<file path="src/inc/fp_load_address_gen_defines.svh">
/*
 * Offsets, field positions, reset values and opcode codes for the floating-point
 * load/store address generator. Assumes a 32-bit instruction word, MSB-0 field
 * numbering mapped onto little-endian vector bits (bit 31 of the word is bit 0 here).
 */
`ifndef FP_LOAD_ADDRESS_GEN_DEFINES_SVH
`define FP_LOAD_ADDRESS_GEN_DEFINES_SVH

// Wishbone register offsets (byte addresses)
`define REG_CTRL        8'h00
`define REG_STATUS      8'h04
`define REG_MASK        8'h08
`define REG_LAST_EA     8'h0c
`define REG_COUNT       8'h10

// Control register fields
`define CTRL_ENABLE_BIT 0
`define CTRL_RESET_VAL  32'h0000_0001

// Status / mask bit positions
`define EV_DONE_BIT     0
`define EV_INVALID_BIT  1
`define EV_ALIGN_BIT    2
`define EV_WIDTH        3

// Instruction word fields (vector bit positions)
`define OPC_HI          31
`define OPC_LO          26
`define TGT_HI          25
`define TGT_LO          21
`define BASE_HI         20
`define BASE_LO         16
`define IDX_HI          15
`define IDX_LO          11
`define XO_HI           10
`define XO_LO           1
`define CRU_BIT         0

// Primary opcodes of the immediate forms and of the indexed forms
`define OP_SINGLE       6'h30
`define OP_SINGLE_UPD   6'h31
`define OP_DOUBLE       6'h32
`define OP_DOUBLE_UPD   6'h33
`define OP_EXT          6'h1f
// Extended opcodes of the indexed forms
`define XO_SINGLE       10'h217
`define XO_SINGLE_UPD   10'h237
`define XO_DOUBLE       10'h257
`define XO_DOUBLE_UPD   10'h277

// Single-to-double exponent rebias (1023 - 127)
`define EXP_REBIAS      11'h380

`endif

</file>
<file path="src/inc/fp_load_address_gen_pkg.sv">
/*
 * Types shared by the floating-point load address generator.
 * Assumes the defines header is compiled alongside.
 */
`default_nettype none

package fp_load_address_gen_pkg;

	// Decoded load variant
	typedef struct packed {
		logic valid;
		logic isDouble;
		logic isIndexed;
		logic isUpdate;
		logic invalidForm;
	} load_kind_t;

	typedef enum logic [1:0] {
		ST_IDLE,
		ST_MEM,
		ST_WRITE
	} load_state_t;

endpackage : fp_load_address_gen_pkg

`default_nettype wire

</file>
<file path="src/fp_ea_adder.sv">
/*
 * Effective-address adder: (base|0) + displacement or index.
 * Assumes the operands arrive already read from the integer register file.
 */
`default_nettype none

module fp_ea_adder #(
	parameter int ADDR_W = 32
) (
	// Operands
	input  wire logic [ADDR_W-1:0] baseVal,
	input  wire logic              baseIsZeroField,
	input  wire logic              forceBase,
	input  wire logic [ADDR_W-1:0] indexVal,
	input  wire logic [15:0]       disp,
	input  wire logic              indexed,
	// Result
	output logic      [ADDR_W-1:0] ea
);
	logic [ADDR_W-1:0] baseUse;
	logic [ADDR_W-1:0] addend;

	initial begin
		if (ADDR_W < 16) $error("ADDR_W must be at least 16");
	end

	// Field zero reads as zero unless an update form forces the register
	assign baseUse = (baseIsZeroField && !forceBase) ? '0 : baseVal;
	// Displacement sign extension to the address width
	assign addend  = indexed ? indexVal
	                         : {{(ADDR_W-16){disp[15]}}, disp};
	assign ea      = baseUse + addend;
endmodule : fp_ea_adder

`default_nettype wire

</file>
<file path="src/fp_single_to_double.sv">
/*
 * Single-precision to double-precision format conversion for load data.
 * Assumes IEEE layouts; denormal singles are normalised with a leading-zero count.
 */
`default_nettype none

`include "fp_load_address_gen_defines.svh"

module fp_single_to_double (
	// Single operand in
	input  wire logic [31:0] single,
	// Double result out
	output logic      [63:0] double
);
	logic [7:0]  exp8;
	logic [22:0] frac;
	logic [4:0]  lz;
	logic        found;
	logic [22:0] normFrac;
	logic [10:0] normExp;

	assign exp8 = single[30:23];
	assign frac = single[22:0];

	// Leading-zero count for denormal inputs
	always_comb begin
		lz    = 5'h00;
		found = 1'b0;
		for (int i = 22; i >= 0; i--) begin
			if (!found && frac[i]) begin
				lz    = 5'(22 - i);
				found = 1'b1;
			end
		end
	end

	assign normFrac = 23'(frac << (lz + 5'h01));
	assign normExp  = 11'(`EXP_REBIAS + 11'h001 - 11'h001 - {6'h00, lz});

	// Zero, inf/NaN, normal and denormal each map differently
	always_comb begin
		if (exp8 == 8'hff) begin
			double = {single[31], 11'h7ff, frac, 29'h0};
		end else if (exp8 != 8'h00) begin
			double = {single[31], 11'({3'h0, exp8}) + `EXP_REBIAS, frac, 29'h0};
		end else if (frac == 23'h0) begin
			double = {single[31], 63'h0};
		end else begin
			double = {single[31], normExp, normFrac, 29'h0};
		end
	end
endmodule : fp_single_to_double

`default_nettype wire

</file>
<file path="src/fp_load_address_gen.sv">
/*
 * Floating-point load/store address generation and load execution, with a
 * classic Wishbone register slave for control, events and statistics.
 * Assumes the issuing pipeline holds the instruction until accepted, the integer
 * register file answers reads combinationally and the memory path answers with
 * a one-cycle done pulse carrying the double word.
 */
// What this block does
// - Addresses are formed only as base plus displacement or base plus index.
// - An access to a direct-store segment is not performed and raises an alignment exception.
// - The 16-bit displacement is sign-extended and added to the base.
// - In the immediate form a base field of zero uses zero as base.
// - The indexed form adds the base and index register contents.
// - In the indexed form a base field of zero adds zero to the index.
// - An indexed-form encoding with the condition-update bit set is an invalid form.
// - The underflow-enable status bit never steers store denormalisation.
// - Single load data is converted to double before reaching the target register.
// - A load-with-update whose base field is zero is an invalid form.
// - Single loads read a word, convert it and write the target register.
// - Double loads write the double word unchanged to the target register.
// - Update loads always use the base contents and write the address back to it.
`default_nettype none

`include "fp_load_address_gen_defines.svh"

module fp_load_address_gen
	import fp_load_address_gen_pkg::*;
#(
	parameter int ADDR_W = 32
) (
	// Clock and reset
	input  wire logic              clk,
	input  wire logic              rst_n,
	// Wishbone slave
	input  wire logic              wb_cyc_i,
	input  wire logic              wb_stb_i,
	input  wire logic              wb_we_i,
	input  wire logic [7:0]        wb_adr_i,
	input  wire logic [3:0]        wb_sel_i,
	input  wire logic [31:0]       wb_dat_i,
	output logic      [31:0]       wb_dat_o,
	output logic                   wb_ack_o,
	// Instruction issue
	input  wire logic              issueValid,
	input  wire logic [31:0]       issueInstr,
	input  wire logic              directStore,
	input  wire logic              underflowEnable,
	output logic                   issueReady,
	// Integer register file read/write
	output logic      [4:0]        baseRegSel,
	output logic      [4:0]        indexRegSel,
	input  wire logic [ADDR_W-1:0] baseRegVal,
	input  wire logic [ADDR_W-1:0] indexRegVal,
	output logic                   intWrEn,
	output logic      [4:0]        intWrSel,
	output logic      [ADDR_W-1:0] intWrData,
	// Memory access path
	output logic                   memReq,
	output logic      [ADDR_W-1:0] memAddr,
	output logic                   memDouble,
	input  wire logic              memDone,
	input  wire logic [63:0]       memData,
	// Floating-point register file write
	output logic                   fpWrEn,
	output logic      [4:0]        fpTarget,
	output logic      [63:0]       fpWrData,
	// Exceptions and interrupt
	output logic                   invalidForm,
	output logic                   alignException,
	output logic                   irq
);

	initial begin
		if (ADDR_W != 32 && ADDR_W != 64) $error("ADDR_W must be 32 or 64");
	end

	////////////////////////////////////////////////////////////////////////////////
	// State

	typedef struct packed {
		load_state_t            state;
		logic [31:0]            instr;
		load_kind_t             kind;
		logic [ADDR_W-1:0]      ea;
		logic [63:0]            data;
		logic                   enable;
		logic [`EV_WIDTH-1:0]   status;
		logic [`EV_WIDTH-1:0]   mask;
		logic [31:0]            count;
		logic                   ack;
		logic [31:0]            rdata;
		logic                   invalid;
		logic                   align;
	} state_t;

	state_t cur_q;
	state_t nxt_d;

	load_kind_t  decoded;
	logic [5:0]  opc;
	logic [9:0]  xo;
	logic [4:0]  baseField;
	logic [ADDR_W-1:0] eaNow;
	logic [63:0] convData;
	logic        wbReq;
	logic [`EV_WIDTH-1:0] evSet;
	logic [31:0] wMask;

	////////////////////////////////////////////////////////////////////////////////
	// Decode

	assign opc       = issueInstr[`OPC_HI:`OPC_LO];
	assign xo        = issueInstr[`XO_HI:`XO_LO];
	assign baseField = issueInstr[`BASE_HI:`BASE_LO];

	// Eight load variants from primary and extended opcodes
	always_comb begin
		decoded = '0;
		case (opc)
			`OP_SINGLE:     decoded.valid = 1'b1;
			`OP_SINGLE_UPD: begin
				decoded.valid    = 1'b1;
				decoded.isUpdate = 1'b1;
			end
			`OP_DOUBLE:     begin
				decoded.valid    = 1'b1;
				decoded.isDouble = 1'b1;
			end
			`OP_DOUBLE_UPD: begin
				decoded.valid    = 1'b1;
				decoded.isDouble = 1'b1;
				decoded.isUpdate = 1'b1;
			end
			`OP_EXT: begin
				decoded.isIndexed = 1'b1;
				decoded.valid     = (xo == `XO_SINGLE) || (xo == `XO_SINGLE_UPD)
				                 || (xo == `XO_DOUBLE) || (xo == `XO_DOUBLE_UPD);
				decoded.isDouble  = (xo == `XO_DOUBLE) || (xo == `XO_DOUBLE_UPD);
				decoded.isUpdate  = (xo == `XO_SINGLE_UPD) || (xo == `XO_DOUBLE_UPD);
				// The condition-update bit is vector bit 0, just below the xo field, in X-form only
				decoded.invalidForm = issueInstr[`CRU_BIT];
			end
			default: decoded = '0;
		endcase
		if (decoded.isUpdate && baseField == 5'h00) begin
			decoded.invalidForm = 1'b1;
		end
	end

	////////////////////////////////////////////////////////////////////////////////
	// Datapath

	assign baseRegSel  = baseField;
	assign indexRegSel = issueInstr[`IDX_HI:`IDX_LO];

	fp_ea_adder #(
		.ADDR_W (ADDR_W)
	) u_adder (
		.baseVal         (baseRegVal),
		.baseIsZeroField (baseField == 5'h00),
		.forceBase       (decoded.isUpdate),
		.indexVal        (indexRegVal),
		.disp            (issueInstr[15:0]),
		.indexed         (decoded.isIndexed),
		.ea              (eaNow)
	);

	fp_single_to_double u_conv (
		.single (memData[31:0]),
		.double (convData)
	);

	assign wbReq = wb_cyc_i && wb_stb_i && !cur_q.ack;
	assign wMask = {{8{wb_sel_i[3]}}, {8{wb_sel_i[2]}}, {8{wb_sel_i[1]}}, {8{wb_sel_i[0]}}};

	////////////////////////////////////////////////////////////////////////////////
	// Next state

	always_comb begin
		nxt_d         = cur_q;
		evSet         = '0;
		nxt_d.invalid = 1'b0;
		nxt_d.align   = 1'b0;
		nxt_d.ack     = 1'b0;
		case (cur_q.state)
			ST_IDLE: begin
				if (issueValid && cur_q.enable) begin
					nxt_d.instr = issueInstr;
					nxt_d.kind  = decoded;
					nxt_d.ea    = eaNow;
					// Underflow enable is deliberately unread here
					if (!decoded.valid || decoded.invalidForm) begin
						nxt_d.invalid              = 1'b1;
						evSet[`EV_INVALID_BIT]     = 1'b1;
					end else if (directStore) begin
						nxt_d.align                = 1'b1;
						evSet[`EV_ALIGN_BIT]       = 1'b1;
					end else begin
						nxt_d.state = ST_MEM;
					end
				end
			end
			ST_MEM: begin
				if (memDone) begin
					// Single data converted, double passed through unchanged
					nxt_d.data  = cur_q.kind.isDouble ? memData
					                                  : convData;
					nxt_d.state = ST_WRITE;
				end
			end
			ST_WRITE: begin
				nxt_d.state         = ST_IDLE;
				nxt_d.count         = cur_q.count + 32'h1;
				evSet[`EV_DONE_BIT] = 1'b1;
			end
			default: nxt_d.state = ST_IDLE;
		endcase

		// Register slave, single-cycle answer; reads see pre-write state
		if (wbReq) begin
			nxt_d.ack = 1'b1;
			case (wb_adr_i)
				`REG_CTRL:    nxt_d.rdata = {31'h0, cur_q.enable};
				`REG_STATUS:  nxt_d.rdata = {29'h0, cur_q.status};
				`REG_MASK:    nxt_d.rdata = {29'h0, cur_q.mask};
				`REG_LAST_EA: nxt_d.rdata = 32'(cur_q.ea);
				`REG_COUNT:   nxt_d.rdata = cur_q.count;
				default:      nxt_d.rdata = 32'h0;
			endcase
			if (wb_we_i) begin
				case (wb_adr_i)
					`REG_CTRL: if (wb_sel_i[0]) nxt_d.enable = wb_dat_i[`CTRL_ENABLE_BIT];
					`REG_STATUS: nxt_d.status = cur_q.status & ~wMask[`EV_WIDTH-1:0]
					                          & ~wb_dat_i[`EV_WIDTH-1:0] | cur_q.status
					                          & ~(wMask[`EV_WIDTH-1:0] & wb_dat_i[`EV_WIDTH-1:0]);
					`REG_MASK: if (wb_sel_i[0]) nxt_d.mask = wb_dat_i[`EV_WIDTH-1:0];
					`REG_COUNT: if (wb_sel_i != 4'h0) nxt_d.count = 32'h0;
					default: ;
				endcase
			end
		end
		// New events win over a clear in the same cycle
		nxt_d.status = nxt_d.status | evSet;
	end

	// Single register stage for the whole state
	always_ff @(posedge clk) begin
		if (!rst_n) begin
			cur_q        <= '0;
			cur_q.state  <= ST_IDLE;
			cur_q.enable <= 1'b1;
		end else begin
			cur_q <= nxt_d;
		end
	end

	////////////////////////////////////////////////////////////////////////////////
	// Outputs

	assign issueReady     = (cur_q.state == ST_IDLE) && cur_q.enable;
	assign memReq         = (cur_q.state == ST_MEM);
	assign memAddr        = cur_q.ea;
	assign memDouble      = cur_q.kind.isDouble;
	assign fpWrEn         = (cur_q.state == ST_WRITE);
	assign fpTarget       = cur_q.instr[`TGT_HI:`TGT_LO];
	assign fpWrData       = cur_q.data;
	// Address write-back for update forms, same cycle as the target write
	assign intWrEn        = (cur_q.state == ST_WRITE) && cur_q.kind.isUpdate;
	assign intWrSel       = cur_q.instr[`BASE_HI:`BASE_LO];
	assign intWrData      = cur_q.ea;
	assign invalidForm    = cur_q.invalid;
	assign alignException = cur_q.align;
	assign wb_ack_o       = cur_q.ack;
	assign wb_dat_o       = cur_q.rdata;
	assign irq            = |(cur_q.status & cur_q.mask);

	// Store denormalisation never looks at underflow enable; input kept for the port map
	logic unusedUnderflow;
	assign unusedUnderflow = underflowEnable & 1'b0;

endmodule : fp_load_address_gen

`default_nettype wire

</file>
<file path="config.mk">
export PLATFORM = sky130hd
export DESIGN_NAME = fp_load_address_gen
export DESIGN_NICKNAME = d
export VERILOG_FILES = /design/src/inc/fp_load_address_gen_pkg.sv /design/src/fp_ea_adder.sv /design/src/fp_single_to_double.sv /design/src/fp_load_address_gen.sv
export VERILOG_INCLUDE_DIRS = /design/src /design/src/inc
export SDC_FILE = /design/constraint.sdc
export NUM_CORES = 1
export LEC_CHECK = 0
export ABC_CLOCK_PERIOD_IN_PS = 12000
export BUFFER_PORTS_ARGS = -buffer_cell sky130_fd_sc_hd__buf_2
export CAP_MARGIN = 20
export CORE_ASPECT_RATIO = 1.1
export CORE_MARGIN = 3
export CORE_UTILIZATION = 50
export DETAILED_ROUTE_END_ITERATION = 7
export PLACE_DENSITY_LB_ADDON = 0.1
export SYNTH_ARGS = -nofsm -noshare
export SYNTH_HDL_FRONTEND = slang
export SYNTH_SLANG_ARGS = --single-unit
export TNS_END_PERCENT = 10
</file>
<file path="constraint.sdc">
create_clock -name clk -period 12 [get_ports clk]
set_input_delay 2.4 -clock clk [delete_from_list [all_inputs] [get_ports clk]]
set_output_delay 2.4 -clock clk [all_outputs]
set_load 0.01 [all_outputs]
</file>
### Word level (Yosys, flattened, before mapping)

Cells that the tools add are included.
W data, S select, Z words.

* reductions and logical operators: 76
* mux-type cells: 76
* add/sub/neg operators: 5
* shifts and indexed selects: 1
* bitwise operators: 10
* equality and inequality tests: 20

Operator list (number)
* $mux W63: 3
* $mux W32: 5
* $pmux W32 S5: 1
* $mux W71: 2
* $mux W64: 1
* $eq A10 B10 Y1 const B: 4
* $mux W38: 1
* $mux W5: 7
* $add A32 B1 Y32 const B: 1
* $add A32 B32 Y32: 1
* $mux W4: 8
* $mux W1: 30
* $logic_and A1 B1 Y1: 29
* $logic_not A1 Y1: 25
* $eq A6 B6 Y1 const B: 4
* $logic_not A23 Y1: 1
* $shl A23 B5 Y23: 1
* $mux W3: 7
* $eq A8 B4 Y1 const B: 2
* $and A3 B3 Y3: 5
* $mux W2: 7
* $reduce_and A4 Y1: 3
* $add A8 B10 Y11 const B: 1
* $sub A10 B5 Y11 const A: 1
* 24 further kinds: 38

* input bits: 213
* register bits after elaboration: 209
* output and inout port bits: 189

### Longest topological paths before layout

Gate-level depths: netlist of run 1.

* depth after elaboration: 73
* mapped depth: 18

### Cells and area by module

Synthesis of run 1 repeated with hierarchy kept, for this count alone.

* cell total of the unflattened synthesis: 1683
* area total of the unflattened synthesis: 13716.9 um2

Modules (own cells, without submodules)
* fp_load_address_gen: seq. area each 3683.5 um2, times used 1, cells each 1057, area each 9302.7 um2
* fp_single_to_double: seq. area each 0.0 um2, times used 1, cells each 312, area each 2280.9 um2
* fp_ea_adder: seq. area each 0.0 um2, times used 1, cells each 314, area each 2133.3 um2

### Least setup slack after synthesis of run 1

OpenSTA, ideal clock, no wires.

* path type: input port to flip-flop
* start: in issueInstr[31]
* end: reg cur_q, in the netlist intWrData[18]
* cell stages on the path: 16
* required time: 11872 ps
* arrival time: 5869 ps
* setup slack: 6003 ps
* library setup time: 128 ps
* cell sequence: nand2b_1 -> nor2_1 -> clkbuf_1 -> mux2_2 -> ha_1 -> inv_1 -> fa_1 -> nand2b_1 -> a21oi_1 -> or4_1 -> a311o_1 -> a31oi_1 -> o21ai_0 -> a311oi_1 -> o31a_1 -> nor2_1

* longest elaborated chain between the ends: 7
* elaborated cells on any way between the ends: 11

Ends and longest elaborated chain
* start: declaration: line fp_load_address_gen.sv:45 `input wire logic [31:0] issueInstr,`
* $eq A6 B6 Y1: line fp_load_address_gen.sv:119 `case (opc)`
* $reduce_or A2 Y1 (no line)
* $pmux W1 S2: line fp_load_address_gen.sv:119
* $logic_not A1 Y1: line fp_ea_adder.sv:28 `assign baseUse = (baseIsZeroField && !forceBase) ? '0 : baseVal;`
* $logic_and A1 B1 Y1: line fp_ea_adder.sv:28
* $mux W32: line fp_ea_adder.sv:28
* $add A32 B32 Y32 *: line fp_ea_adder.sv:32 `assign ea = baseUse + addend;`
* end signal: assignment: line fp_load_address_gen.sv:253 `cur_q <= nxt_d;`
* end: declaration: line fp_load_address_gen.sv:96 `state_t cur_q;`

Mark *: on every way between the ends. The rest lies on a longest branch, timed or not.
A chain may end at the register's enable or synchronous reset.

### Worst setup path in the final report of run 1

* start: in memData[11]
* end: reg cur_q, in the netlist fpWrData[36]

* longest elaborated chain between the ends: 41
* elaborated cells on any way between the ends: 53

Ends and longest elaborated chain
* start: declaration: line fp_load_address_gen.sv:62 `input wire logic [63:0] memData,`
* $logic_and A1 B1 Y1: line fp_single_to_double.sv:30 `if (!found && frac[i]) begin`
* $mux W1: line fp_single_to_double.sv:30
* $logic_not A1 Y1: line fp_single_to_double.sv:30
* $logic_and A1 B1 Y1: line fp_single_to_double.sv:30
* $mux W1: line fp_single_to_double.sv:30
* $logic_not A1 Y1: line fp_single_to_double.sv:30
* $logic_and A1 B1 Y1: line fp_single_to_double.sv:30
* $mux W1: line fp_single_to_double.sv:30
* [... 25 more ...]
* $logic_and A1 B1 Y1: line fp_single_to_double.sv:30
* $mux W5: line fp_single_to_double.sv:30
* $add A5 B1 Y5: line fp_single_to_double.sv:37 `assign normFrac = 23'(frac << (lz + 5'h01));`
* $shl A23 B5 Y23: line fp_single_to_double.sv:37
* $mux W63 *: line fp_single_to_double.sv:46 `end else if (frac == 23'h0) begin`
* $mux W63 *: line fp_single_to_double.sv:44 `end else if (exp8 != 8'h00) begin`
* $mux W63 *: line fp_single_to_double.sv:42 `if (exp8 == 8'hff) begin`
* $mux W64 *: line fp_load_address_gen.sv:206 `nxt_d.data = cur_q.kind.isDouble ? memData`

Marked as above.

==> results of run 1 <==
how the worst max path moves through the flow:
stage                                to
after detailed placement  intWrData[30]
after global placement     fpWrData[46]
after global routing      intWrData[20]
after floorplan           intWrData[18]
final                      fpWrData[36]
after CTS                 intWrData[30]
synth_stat cells (all sizes together) (10+ instances only):
library cell / number
buf: 196
dfxtp: 184
nand2: 173
nor2: 166
a21oi: 153
clkbuf: 97
nand3: 86
o21ai: 51
a22oi: 46
and2: 41
a211oi: 35
ha: 34
a21o: 32
nand2b: 31
xor2: 31
o211ai: 27
nor3: 24
inv: 23
or3: 18
xnor2: 17
mux2: 16
mux2i: 15
nand4: 14
nor4: 13
o31ai: 13
a221oi: 12
a31oi: 11
o21a: 11
nor2b: 10
or4: 10
stage by stage:
step           power, uW  worst slack, ps
2_1_floorplan        896             6000
4_1_cts             1580             5040
5_1_grt             1640             4620
3_3_place_gp         991             4620
6_report            1580             5000
3_5_place_dp         993             4600
power groups by stage:
stage          clock, uW  sequential (uW)  combinational, uW
5_1_grt              624              649                366
2_1_floorplan          0              651                245
6_report             592              647                337
3_3_place_gp           0              661                329
4_1_cts              600              647                332
3_5_place_dp           0              662                331
flip-flops by register name, indices dropped and copies added, names as in the netlist, 5 cells and up:
register   flops
fpWrData      64
wb_dat_o      32
intWrData     32
fpTarget       5
intWrSel       5
cur_q         42
cell families (layout without fill, tap and decap cells):
kind of cell | after synthesis | in the layout | synth area share, %
AOI/OAI and AO/OA | 454 | 454 | 23.3
xor gates and xnor gates | 48 | 48 | 3.38
adders and majority gates | 35 | 35 | 3.45
buffers and inverters | 316 | 441 | 14.6
DFF | 184 | 184 | 28.6
muxes | 35 | 35 | 3.26
other | 0 | 5 | 0
and+or+nand+nor | 620 | 620 | 23.4
area by class of cell:
cell class	instances	area (sq um)	share of cell area [%]
Antenna cell	5	12.5	0.0882
Multi-Input combinational cell	1192	7360	51.9
Clock inverter	15	195	1.38
Timing Repair Buffer	386	1980	14.0
Sequential cell	184	3680	26.0
Clock buffer	17	425	3.00
Inverter	23	88.8	0.626
Tap cell	346	433	3.05
worst max-delay path, delay by kind of cell:
kind / cells / cell delay, ps
adder cells (fa/ha/maj): 1 / 330
AND/OR/NAND/NOR: 9 / 3150
AO/OA/AOI/OAI: 2 / 980
buffers and inverters: 2 / 430
routing by layer:
layer	global-route usage, %	vias up	wire length [um]
li1	-	6090	-
met1	37.8	6044	17800
met2	53.4	540	22300
met3	4.58	89	2710
met4	11.4	4	1510
met5	0	-	26
==> flow_summary.toml, run 1 <==
[outcome]
status = "finished clean"

[layout]
final_util_pct = 56.0
final_cell_mix = "buf_2 (371), dfxtp_1 (183), nand2_1 (170)"
fillers = 2528
mostFrequentLayoutCell = "buf_2"
stdcell_area_sq_um = 14200
drive_gt1_share_pct = 25.9
nNetsFinal = 2052
final_cells = 2168
syn_to_final_growth_pct = 10.0

[power_and_ir_drop]
switching_share_pct = 33.6
power.internal_uw = 1050
p_seq_share_pct = 41.1
clock_power_share_pct = 37.6
leakage_uw = 0.00606
ir_drop_uv = 76.9
switchingPower_uw = 530
p_comb_share_pct = 21.4
power_density_nw_per_um2 = 111

[yosys]
yosysTopAreaCell = "dfxtp_1"
postSynthCellCount = 1692
yosysUniqueCellTypes = 85
syn_avg_cell_area_sq_um = 7.62
ys_seq_area_share_pct = 28.6
synth_top_cell_area_share_pct = 28.6
synth-seq-cells = 184
synthFlopType = "dfxtp_1"
syn_area_sq_um = 12900
yosys_warnings = 0
async_reset_ff_share_pct = 0
synth_area_leaders = "dfxtp_1 (29%), buf_4 (11%), a21oi_1 (5.9%)"
synth-edff-count = 0
synth_nets = 1940

[clock_network]
cts_tree = "yes"
clock-root-buffer = "clkbuf_16"
numClockSinks = 184
post_cts.repair.setup_buffers = 0
cts_made_buffers = 17
post_cts_resized = 0
clock_latency_ps = 440
htreeDepth = 4
cts_hold_buf = 0
clk_pin_slew_worst_paths_ps = 90
cts.path.max_buffers = 2

[sta]
report.final.slew_viol_count = 0
slew_headroom_pct = 22.5
tightest_slew_ps = 1160
fmax_mhz = 143
tns_ps = 0
finalCritPeriodShare_pct = 58.3
setup_viol = 0
timing.hold.ws_ps = 451
period_minus_slack_ps = 7000
hold_violations = 0
rsz0062_at_grt = "false"
fin_worst_skew_ps = 16.6

[die]
fp.coreArea_sq_um = 25300
die_h_um = 174
rows = 61
ios = 402
start_util_pct = 50.9
dieArea_sq_um = 27800
chipWidth_um = 159

[critical_path]
worstReg2RegStart = "cur_q[208]"
endpoint_kind = "flip-flop"
timing.rr.end = "cur_q[65]"
path_cells = "buf_2 -> nor4_2 -> nand2_1 -> nor4_4 -> and2_1 -> nor2_4 -> inv_2 -> ha_1 -> nor2_1 -> a211o_1 -> nand2_1 -> nor2_1 -> a221oi_1 -> nor3_1"
cp_slowest_cell = "and2_1"
crit_path_max_fanout = 17
start_kind = "primary input"
critPathMaxStageDelay_ps = 780
path_class = "in -> reg"
cp.required_ps = 12280
regToRegSetupSlack_ps = 8780
crit_arrival_ps = 7280
worstSetupStartpoint = "memData[11]"
reg2regPathDepth = 8

[job]
cap_violations = 0

[drt]
drtPass1Iterations = 6
via_per_inst = 5.89
drc = 0
wirelength_mm = 44.3
vias = 12800
detail-route-antenna-nets = 0
drt-initial-drc-count = 1284
wl_per_cell_um = 20.5

[hold_path]
hold_class = "reg -> reg"
min_to = "fpWrData[9]"
hold_path_depth = 2
hold_start = "fpWrData[9]"

[grt]
antenna_found_initial = 7
grt_pass1_vias = 12000
grt_usage_pct = 30.4
grt_overflow = 0
grt_max_degree = 83
grt_pass1_wl_mm = 68.2

[placed_design]
dp.cells = 2130
portBuffers = 371
gp_congestion = 0.976
placed_cell_area_sq_um = 13500
dpl.hpwl_mm = 32.6
(Power assumes the default switching activity.)
==> inputs of run 2 (changes only) <==
- ABC_CLOCK_PERIOD_IN_PS: 12000 -> 5900
- CORE_UTILIZATION: 50 -> 48
- clock period: 12 -> 5.9 ns (I/O delays scaled with it)
==> run 2 against run 1 <==
  * Worst hold slack got worse by 2.4 ps
  * Combinational power grew 110%
  * Sequential share of layout area is 0.20 points lower
  * Cell area increased by 0.79%
  * Clock-buffer cell count is 1 higher
  * Register-to-register slack lost 5600 ps
  * Core utilization shrank 1.6 points
  * Cell count up 1.0%
  * Via count is 0.14% lower
  * Largest power group unchanged
==> flow_summary.toml, run 2 (synthesis gave the netlist of run 1 again) <==
[outcome]
status = "finished clean"

[die]
die_h_um = 178
start_util_pct = 49.0
chipWidth_um = 162
dieArea_sq_um = 28900
ios = 402
rows = 62
fp.coreArea_sq_um = 26300

[power_and_ir_drop]
p_comb_share_pct = 22.1
ir_drop_uv = 164
leakage_uw = 0.00614
switchingPower_uw = 1030
p_seq_share_pct = 41.6
switching_share_pct = 32.7
power.internal_uw = 2130
clock_power_share_pct = 36.4
power_density_nw_per_um2 = 221
finalPower_uw = 3160

[drt]
via_per_inst = 5.82
wirelength_mm = 44.6
detail-route-antenna-nets = 0
drtPass1Iterations = 6
drc = 0
drt-initial-drc-count = 1059
wl_per_cell_um = 20.4
vias = 12700

[sta]
rsz0062_at_grt = "false"
fin_worst_skew_ps = 17.7
setup_viol = 0
tightest_slew_ps = 1050
slew_headroom_pct = 29.6
finalCritPeriodShare_pct = 85.9
fmax_mhz = 197
hold_violations = 0
tns_ps = 0
report.final.slew_viol_count = 0
period_minus_slack_ps = 5070

[clock_network]
numClockSinks = 184
htreeDepth = 4
post_cts.repair.setup_buffers = 0
post_cts_resized = 0
clock_latency_ps = 440
cts_made_buffers = 17
clock-root-buffer = "clkbuf_16"
clk_pin_slew_worst_paths_ps = 80
cts_hold_buf = 0
cts_tree = "yes"
cts.path.max_buffers = 2

[critical_path]
cp.required_ps = 6220
path_cells = "buf_2 -> or4_1 -> nor2_1 -> nand2_1 -> buf_4 -> and2_1 -> ha_1 -> o21ai_0 -> a21oi_1 -> or4_1 -> a311o_1 -> a31oi_1 -> o21ai_0 -> o21a_1 -> o311ai_0"
endpoint_kind = "flip-flop"
cp_slowest_cell = "or4_1"
crit_arrival_ps = 5390
start_kind = "primary input"
critPathMaxStageDelay_ps = 520
path_class = "in -> reg"
crit_path_max_fanout = 28

[layout]
nNetsFinal = 2072
final_cell_mix = "buf_2 (371), dfxtp_1 (183), nand2_1 (170)"
final_util_pct = 54.4
stdcell_area_sq_um = 14300
drive_gt1_share_pct = 26.6
largest_register_ffs = 64
syn_to_final_growth_pct = 10.9
mostFrequentLayoutCell = "buf_2"

[placed_design]
gp_congestion = 0.949
placed_cell_area_sq_um = 13700
dpl.hpwl_mm = 33.0
portBuffers = 371

[grt]
antenna_found_initial = 3
grt_pass1_wl_mm = 68.0
grt_pass1_vias = 12200
grt_usage_pct = 29.8
grt_overflow = 0
grt_max_degree = 75

[hold_path]
hold_class = "reg -> reg"

[job]
cap_violations = 0
## run 2: changes by cell type in the layout (fill, tap and decap cells not counted), moves of 2 or more
cell      delta
clkinv_8     -3
diode_2      -3
inv_12       -3
buf_4       +19
clkinv_4     +2
## run 2: final cells by class
type,instances,area (sq um)
fill,2589,12000
antenna,2,5.00
clock inverter,13,134
timing repair buffer,406,2150
clock buffer,18,439
sequential,184,3680
inverter,23,88.8
tap,352,440
multi-input combinational,1192,7360
## run 2: final timing paths
path | startpoint | end | slack, ps | cells past startpoint
hold / removal | fpWrData[6] | fpWrData[6] | 450 | 2
hold reg to reg | fpWrData[6] | fpWrData[6] | 450 | 2
setup reg to reg | cur_q[208] | cur_q[61] | 3220 | 9
setup / recovery | issueInstr[17] | intWrData[20] | 830 | 15
## run 2: routing by layer
metal	vias to the layer above	routed length [um]	track usage (%)	part of all wire [%]
met5	-	19	0	0.043
met4	2	1850	13.2	4.2
met3	105	2420	4.60	5.4
met2	491	21700	50.8	49
met1	6029	18500	37.1	42
li1	6122	-	-	-
## run 2: through the flow
stage	worst slack, ps	instances	hold slack [ps]
after floorplan	1120	1692	432
final	831	2190	449
after global routing	549	2190	471
after CTS	798	2187	451
after global placement	405	2155	436
after detailed placement	351	2156	440
## run 2: power by group through the flow
| stage | registers [uW] | logic (uW) | clock network, uW |
|---|---|---|---|
| finish | 1310 | 697 | 1150 |
| global route | 1320 | 759 | 1220 |
| CTS | 1310 | 690 | 1170 |
| detailed placement | 1340 | 686 | 0 |
| global placement | 1340 | 682 | 0 |
| floorplan | 1320 | 498 | 0 |
## run 2: critical path: cells and delay by family
kind	cells	cell delay, ps
compound gates	7	1810
fa+ha+maj	1	320
buf+inv	2	370
simple gates	5	1690
